**config.mk**
```make
export PLATFORM = sky130hd
export DESIGN_NAME = usp_serial_port
export DESIGN_NICKNAME = d
export VERILOG_FILES = /design/src/hw/usp_rx_fifo.v /design/src/hw/usp_serial_port.v
export VERILOG_INCLUDE_DIRS = /design/src /design/src/hw
export SDC_FILE = /design/constraint.sdc
export NUM_CORES = 2
export LEC_CHECK = 0
export BUFFER_PORTS_ARGS = -buffer_cell sky130_fd_sc_hd__buf_2
export CAP_MARGIN = 20
export CELL_PAD_IN_SITES_DETAIL_PLACEMENT = 1
export CELL_PAD_IN_SITES_GLOBAL_PLACEMENT = 2
export CORE_AREA = 2 2 466 468
export CTS_CLUSTER_SIZE = 20
export DETAILED_ROUTE_END_ITERATION = 7
export DIE_AREA = 0 0 468 470
export GPL_TIMING_DRIVEN = 0
export PLACE_DENSITY_LB_ADDON = 0.15
export SLEW_MARGIN = 40
export SYNTH_ARGS = -nofsm -noshare
export SYNTH_HDL_FRONTEND = slang
export SYNTH_HIERARCHICAL = 1
export SYNTH_SLANG_ARGS = --single-unit
```
**constraint.sdc**
```tcl
create_clock -name i_clk -period 5.39 [get_ports i_clk]
set_input_delay 0.2695 -clock i_clk [delete_from_list [all_inputs] [get_ports i_clk]]
set_output_delay 0.2695 -clock i_clk [all_outputs]
set_load 0.02 [all_outputs]
```
**src/hw/usp_defines.vh**
```
// Constants for the buffered serial port
`ifndef USP_DEFINES_VH
`define USP_DEFINES_VH
`define USP_CLK_HZ 200000000
`define USP_DEBUG_BAUD 19200
`define USP_RX_DEPTH 256
`define USP_TOTAL_DEPTH_MAX 6144
`define USP_PORT_MIN 2'h1
`define USP_PORT_MAX 2'h3
`define USP_OVS 16
`define USP_DIV_RST 16'h028b
`define USP_DATA_BITS 8
`endif

```
**src/hw/usp_rx_fifo.v**
```verilog
// Receive buffer with count, flush and overflow flag
`timescale 1ns/1ps
`default_nettype none
`include "usp_defines.vh"
module usp_rx_fifo #(
  parameter DEPTH = `USP_RX_DEPTH,
  parameter AW = 8
) (
  input wire i_clk, // System clock
  input wire i_rst_n, // Async reset, active low
  input wire i_wr, // Received character strobe
  input wire [7:0] i_wdata, // Received character
  input wire i_rd, // Pop one character
  input wire i_flush, // Discard all contents
  input wire i_ovf_clr, // Overflow was reported
  output reg [7:0] o_rdata, // Character popped
  output wire [AW:0] o_count, // Stored character count
  output reg o_ovf // Overflow seen
);
  reg [7:0] mem [0:DEPTH-1];
  reg [AW-1:0] wp_reg;
  reg [AW-1:0] rp_reg;
  reg [AW:0] cnt_reg;
  wire full = (cnt_reg == DEPTH[AW:0]);
  wire do_wr = i_wr & ~full & ~i_flush;
  wire do_rd = i_rd & (cnt_reg != {(AW+1){1'b0}}) & ~i_flush;
  assign o_count = cnt_reg;
  always @(posedge i_clk) begin
    if (do_wr) begin
      mem[wp_reg] <= i_wdata;
    end
  end
  always @(posedge i_clk or negedge i_rst_n) begin
    if (!i_rst_n) begin
      wp_reg <= {AW{1'b0}};
      rp_reg <= {AW{1'b0}};
      cnt_reg <= {(AW+1){1'b0}};
      o_rdata <= 8'h00;
      o_ovf <= 1'b0;
    end else begin
      if (i_flush) begin
        wp_reg <= {AW{1'b0}};
        rp_reg <= {AW{1'b0}};
        cnt_reg <= {(AW+1){1'b0}};
      end else begin
        if (do_wr) begin
          wp_reg <= wp_reg + 1'b1;
        end
        if (do_rd) begin
          rp_reg <= rp_reg + 1'b1;
          o_rdata <= mem[rp_reg];
        end
        cnt_reg <= cnt_reg + {{AW{1'b0}}, do_wr} - {{AW{1'b0}}, do_rd};
      end
      // Set beats i_ovf_clr but not i_flush, so a report never hides a lost character
      if (i_wr & full & ~i_flush) begin
        o_ovf <= 1'b1;
      end else if (i_flush | i_ovf_clr) begin
        o_ovf <= 1'b0;
      end
    end
  end
endmodule // usp_rx_fifo
`default_nettype wire

```
**src/hw/usp_serial_port.v**
```verilog
// Buffered asynchronous serial port top level
`timescale 1ns/1ps
`default_nettype none
`include "usp_defines.vh"
module usp_serial_port #(
  parameter RX_DEPTH = `USP_RX_DEPTH,
  parameter RX_AW = 8,
  parameter PORT_ID = 2'h1,
  parameter DEBUG_START = 1'b0
) (
  input wire i_clk, // 200 MHz system clock
  input wire i_rst_n, // Async reset, active low
  input wire i_cfg_valid, // Configure rate strobe
  input wire [1:0] i_cfg_port, // Port index 1..3
  input wire [15:0] i_cfg_div, // Clocks per sixteenth of a bit
  input wire i_enable, // Port enable strobe
  input wire i_disable, // Port disable strobe
  input wire i_flush, // Discard receive buffer
  input wire i_fetch, // Pop one received character
  input wire i_fetch_done, // Fetch sequence finished, clears overflow
  input wire i_tx_valid, // Character to send is valid
  input wire [7:0] i_tx_data, // Character to send
  input wire i_tx_string, // Null ends the send, not transmitted
  input wire i_rxd, // Serial receive line
  output wire o_tx_ready, // Transmitter accepts a character
  output reg o_txd, // Serial transmit line
  output wire [7:0] o_rx_data, // Last fetched character
  output wire [RX_AW:0] o_rx_count, // Stored character count
  output wire o_rx_overflow, // Overflow seen, fetch result negative
  output reg o_enabled, // Port running
  output reg o_cfg_err // Last configure had a bad index
);
  localparam integer DBG_DIV_FULL = `USP_CLK_HZ / (`USP_DEBUG_BAUD * `USP_OVS);
  localparam [15:0] DBG_DIV = DBG_DIV_FULL[15:0];
  localparam [3:0] ST_IDLE = 4'h1;
  localparam [3:0] ST_START = 4'h2;
  localparam [3:0] ST_DATA = 4'h4;
  localparam [3:0] ST_STOP = 4'h8;
  reg [15:0] div_reg;
  reg [15:0] tick_cnt_reg;
  reg tick_reg;
  wire cfg_ok = (i_cfg_port >= `USP_PORT_MIN) && (i_cfg_port <= `USP_PORT_MAX);
  wire cfg_mine = i_cfg_valid & cfg_ok & (i_cfg_port == PORT_ID);
  // Configuration and enable; debug option starts at a fixed rate already running
  always @(posedge i_clk or negedge i_rst_n) begin
    if (!i_rst_n) begin
      div_reg <= DEBUG_START ? DBG_DIV : `USP_DIV_RST;
      o_enabled <= DEBUG_START;
      o_cfg_err <= 1'b0;
    end else begin
      if (i_cfg_valid) begin
        o_cfg_err <= ~cfg_ok;
      end
      if (cfg_mine) begin
        div_reg <= (i_cfg_div == 16'h0000) ? 16'h0001 : i_cfg_div;
      end
      if (i_disable) begin
        o_enabled <= 1'b0;
      end else if (i_enable) begin
        o_enabled <= 1'b1;
      end
    end
  end
  // Oversample tick divider, one-cycle enable
  always @(posedge i_clk or negedge i_rst_n) begin
    if (!i_rst_n) begin
      tick_cnt_reg <= 16'h0000;
      tick_reg <= 1'b0;
    end else if (!o_enabled || cfg_mine) begin
      tick_cnt_reg <= 16'h0000;
      tick_reg <= 1'b0;
    end else if (tick_cnt_reg >= div_reg - 16'h0001) begin
      tick_cnt_reg <= 16'h0000;
      tick_reg <= 1'b1;
    end else begin
      tick_cnt_reg <= tick_cnt_reg + 16'h0001;
      tick_reg <= 1'b0;
    end
  end
  // Receiver: centre samples at 16x oversampling
  reg [3:0] rx_st_reg;
  reg [3:0] rx_ph_reg;
  reg [2:0] rx_bit_reg;
  reg [7:0] rx_sh_reg;
  reg rx_done_reg;
  always @(posedge i_clk or negedge i_rst_n) begin
    if (!i_rst_n) begin
      rx_st_reg <= ST_IDLE;
      rx_ph_reg <= 4'h0;
      rx_bit_reg <= 3'h0;
      rx_sh_reg <= 8'h00;
      rx_done_reg <= 1'b0;
    end else begin
      rx_done_reg <= 1'b0;
      if (!o_enabled) begin
        rx_st_reg <= ST_IDLE;
      end else if (tick_reg) begin
        rx_ph_reg <= rx_ph_reg + 4'h1;
        case (rx_st_reg)
          ST_IDLE: begin
            rx_ph_reg <= 4'h0;
            if (!i_rxd) begin
              rx_st_reg <= ST_START;
            end
          end
          ST_START: begin
            if (rx_ph_reg == 4'h7) begin
              rx_ph_reg <= 4'h0;
              rx_bit_reg <= 3'h0;
              // A glitch shorter than half a bit is not a start
              rx_st_reg <= i_rxd ? ST_IDLE : ST_DATA;
            end
          end
          ST_DATA: begin
            if (rx_ph_reg == 4'hf) begin
              rx_sh_reg <= {i_rxd, rx_sh_reg[7:1]};
              rx_bit_reg <= rx_bit_reg + 3'h1;
              if (rx_bit_reg == 3'h7) begin
                rx_st_reg <= ST_STOP;
              end
            end
          end
          ST_STOP: begin
            if (rx_ph_reg == 4'hf) begin
              rx_st_reg <= ST_IDLE;
              rx_done_reg <= i_rxd;
            end
          end
          default: begin
            rx_st_reg <= ST_IDLE;
          end
        endcase
      end
    end
  end
  // Framing errors drop the character; only overflow is reported
  usp_rx_fifo #(
    .DEPTH(RX_DEPTH),
    .AW(RX_AW)
  ) u_fifo (
    .i_clk(i_clk),
    .i_rst_n(i_rst_n),
    .i_wr(rx_done_reg),
    .i_wdata(rx_sh_reg),
    .i_rd(i_fetch),
    .i_flush(i_flush),
    .i_ovf_clr(i_fetch_done),
    .o_rdata(o_rx_data),
    .o_count(o_rx_count),
    .o_ovf(o_rx_overflow)
  );
  // Transmitter
  reg [3:0] tx_st_reg;
  reg [3:0] tx_ph_reg;
  reg [2:0] tx_bit_reg;
  reg [7:0] tx_sh_reg;
  assign o_tx_ready = o_enabled & (tx_st_reg == ST_IDLE);
  wire tx_take = o_tx_ready & i_tx_valid;
  wire tx_null = i_tx_string & (i_tx_data == 8'h00);
  always @(posedge i_clk or negedge i_rst_n) begin
    if (!i_rst_n) begin
      tx_st_reg <= ST_IDLE;
      tx_ph_reg <= 4'h0;
      tx_bit_reg <= 3'h0;
      tx_sh_reg <= 8'h00;
      o_txd <= 1'b1;
    end else if (!o_enabled) begin
      tx_st_reg <= ST_IDLE;
      o_txd <= 1'b1;
    end else begin
      case (tx_st_reg)
        ST_IDLE: begin
          o_txd <= 1'b1;
          tx_ph_reg <= 4'h0;
          // Terminator is consumed but never framed
          if (tx_take && !tx_null) begin
            tx_sh_reg <= i_tx_data;
            tx_st_reg <= ST_START;
          end
        end
        ST_START: begin
          o_txd <= 1'b0;
          if (tick_reg) begin
            tx_ph_reg <= tx_ph_reg + 4'h1;
            if (tx_ph_reg == 4'hf) begin
              tx_bit_reg <= 3'h0;
              tx_st_reg <= ST_DATA;
            end
          end
        end
        ST_DATA: begin
          o_txd <= tx_sh_reg[0];
          if (tick_reg) begin
            tx_ph_reg <= tx_ph_reg + 4'h1;
            if (tx_ph_reg == 4'hf) begin
              tx_sh_reg <= {1'b0, tx_sh_reg[7:1]};
              tx_bit_reg <= tx_bit_reg + 3'h1;
              if (tx_bit_reg == 3'h7) begin
                tx_st_reg <= ST_STOP;
              end
            end
          end
        end
        ST_STOP: begin
          o_txd <= 1'b1;
          if (tick_reg) begin
            tx_ph_reg <= tx_ph_reg + 4'h1;
            if (tx_ph_reg == 4'hf) begin
              tx_st_reg <= ST_IDLE;
            end
          end
        end
        default: begin
          tx_st_reg <= ST_IDLE;
        end
      endcase
    end
  end
endmodule // usp_serial_port
`default_nettype wire

```
==> metrics.txt <==
Distinct cells, synth 87; area of the core 216000 sq um; crit-path cells inv_2 > buf_2 > clkbuf_2 > clkbuf_2 > a21oi_1 > o21ai_0 > nand3_1 > o41ai_1; Synth Area in Simple Gates 0.0330; nets 4782; ys flop type edfxtp_1; routability cong. 0.912; Reg area 64300 sq um; Compound-Gate Fraction of Synth Area 0.0344; Yosys top cell area share 0.718; Final Hold Vio Count 0; Clock Path Buffers 3; Yosys top cell by area edfxtp_1; grt total ovfl 0; Synth async-reset ratio 0.0505; unrepaired setup endpoints after global routing no; share of post-route cells with drive strength above 1 0.277; Tmin final 4.53 ns; top cells by area, synth edfxtp_1 (72%), mux4_2 (12%), mux2i_1 (3.1%); sequential fraction of the synthesis area 0.749; FF+latch count, synth 2157; synthesized cell area 85700 sq um; number of global-route vias before repair 47000; pins over their slew limit 0; clk_skew 0.0412 ns; initial antenna violation count 13; CTS tree built; EDFF count, synth 2048; CTS Buf Count 227; Final WS setup 0.863 ns; Worst EP required 6.15 ns; Placement Cell Area 91500 sq um; clock latency on the worst-skew pair 0.89 ns; max reg flops 2048; Worst slew margin 0.353; CP peak stage delay 0.66 ns; number of detailed-route iterations in the first pass 5; Hold WC Path Type in2reg; most frequent cells after synthesis edfxtp_1 (2048), mux4_2 (449), nor2_1 (322), mux2i_1 (263), clkbuf_1 (127); number of gates resized after cts 0; CTS Root Cell clkbuf_16; initial core utilization 0.397; Post-Syn Nets 4382; Highest Clock Rate 0.221 GHz; adder-cell share of the synthesized area 0.00622; hold_buf cts 53; placed cells 7275; Final ANT Viol Nets 0; Routed WL 288000 microns; CP Max Fanout 10; Buf/Inv on CP 4; Post-CTS Repair Setup Buffers 0; Die X 468 microns; Peak VDD IR 0.386 mV; WS Path Type reg2reg; Mapped Cells 4303; Crit. End Element register; vias per cell 6.00; Pwr Density 379 nW/um^2; CTS Sinks 2157; Top Family by Delay on Critical Path buffers and inverters; CP dominant cell by count clkbuf_2; main combinational cell family by area after synthesis multiplexers; Least-Margin Pin Slew 0.969 ns; Worst setup SP type register; first-pass GRT wire length 393000 microns; Worst path slowest cell buf_2; Port-buffer cells 57; leakage 35.5 nW; Residual DRC 0; Synth Area in XOR/XNOR 0.00501; largest net degree at the start of global routing 61; fillers 20000; drt wl/cell 37.1 microns; die height 470 microns; design area 99300 sq um; critical path arrival 5.29 ns; Synth warnings 6; Final Instance Count excl. Fillers 7755; Synth-to-Final Area Change 15.9%; Initial DRC Count 5118; clock-pin slew on the worst setup and hold paths 0.07 ns; Die ar. 220000 sq um; run status finished, final reports clean; multi-input combinational cell area 20400 sq um; crit share post-route 0.840; H-tree depth 4; total track usage 0.261; Cell Rows 171; final setup fails 0; max_cap viols 0; count leader, synth edfxtp_1; Avg Inst Size Synth 19.9 sq um; I/O Pins 59; pre-CTS WS 1.03 ns; HPWL Detailed 199000 microns; post-synthesis mux area share 0.153; vias 46500
logic make-up (layout without fill, tap and decap cells):
kind of cell             Yosys count  in the layout
flip-flops                      2157           2157
multiplexers                     744            744
AND/OR/NAND/NOR                  626            626
AO/OA/AOI/OAI                    402            402
buffers and inverters            283            879
XOR/XNOR                          49             49
adder cells (fa/ha/maj)           42             42
other                              0              2
final cells by class:
type / instances / area share
Antenna cell: 2 / 0.0000504
Buffer: 244 / 0.0163
Clock buffer: 276 / 0.0596
Clock inverter: 149 / 0.0124
Inverter: 39 / 0.00147
Multi-Input combinational cell: 1863 / 0.206
Sequential cell: 2157 / 0.647
Tap cell: 2854 / 0.0360
Timing Repair Buffer: 171 / 0.0215
worst paths after layout:
check | depth (start not counted) | from | to | slack (ns)
worst max-delay path | 8 | u_fifo/rp_reg[2]$_DFFE_PN0P_ | u_fifo/o_rdata[0]$_DFFE_PN0P_ | 0.86
worst min-delay path | 4 | i_tx_string | tx_st_reg[0]$_DFFE_PN1P_ | 0.08
worst max register to register | 8 | u_fifo/rp_reg[2]$_DFFE_PN0P_ | u_fifo/o_rdata[0]$_DFFE_PN0P_ | 0.86
worst min register to register | 1 | rx_bit_reg[0]$_DFFE_PN0P_ | rx_bit_reg[0]$_DFFE_PN0P_ | 0.49
max in group asynchronous | 4 | i_rst_n | u_fifo/o_rdata[5]$_DFFE_PN0P_ | 4.49
min in group asynchronous | 3 | i_rst_n | rx_st_reg[0]$_DFFE_PN1P_ | 0.50
report_power, final:
group          switching [mW]  internal (mW)
Combinational            2.66           1.55
Clock                    6.63           8.55
Sequential             0.0894           18.2
routing by layer:
| metal | vias to the layer above | routed length [microns] | track usage |
|---|---|---|---|
| li1 | 18600 | - | - |
| met1 | 25600 | 120000 | 0.365 |
| met2 | 1926 | 134000 | 0.407 |
| met3 | 430 | 20400 | 0.0455 |
| met4 | 4 | 12800 | 0.105 |
| met5 | - | 32 | 0 |
through the flow:
stage / hold slack, ns / setup TNS [ns] / power, mW / util
final: 0.0820 / 0 / 37.7 / 0.461
after global routing: 0.0735 / 0 / 38.7 / 0.461
after floorplan: -0.0261 / 0 / 21.1 / -
after global placement: 0.422 / -5553.38 / 22.8 / 0.415
after detailed placement: 0.234 / 0 / 22.8 / 0.424
after CTS: 0.00350 / 0 / 38.0 / 0.460
placed cells by master, fill, tap and decap left out, types with 12 or more instances in the layout:
cell / count
o22a_1: 12
mux2i_1: 263
o221ai_1: 113
a21oi_1: 64
nor4_1: 25
clkbuf_16: 228
buf_2: 95
inv_1: 38
clkinv_2: 46
edfxtp_1: 2048
dlygate4sd3_1: 52
mux2_2: 32
mux4_2: 449
a32oi_1: 12
clkbuf_1: 95
nand2_1: 97
buf_8: 19
nand3_1: 41
and2_1: 14
xor2_1: 21
buf_6: 27
o22ai_1: 54
buf_4: 27
a211oi_1: 19
nor2_1: 121
buf_12: 45
dfrtp_1: 93
nor2b_1: 16
ha_1: 41
bufinv_16: 16
o21ai_0: 38
buf_16: 15
clkbuf_2: 61
clkbuf_4: 16
xnor2_1: 28
clkinv_1: 59
nor3_1: 44
nor2_2: 201
worst register-to-register path, delay by kind of cell, from the launching register on:
kind            cells  cell delay [ns]
compound gates      3             1.18
buf+inv             4             2.23
flops               1             0.40
simple gates        1             0.60
No activity file was read; power rests on OpenSTA's default activity.
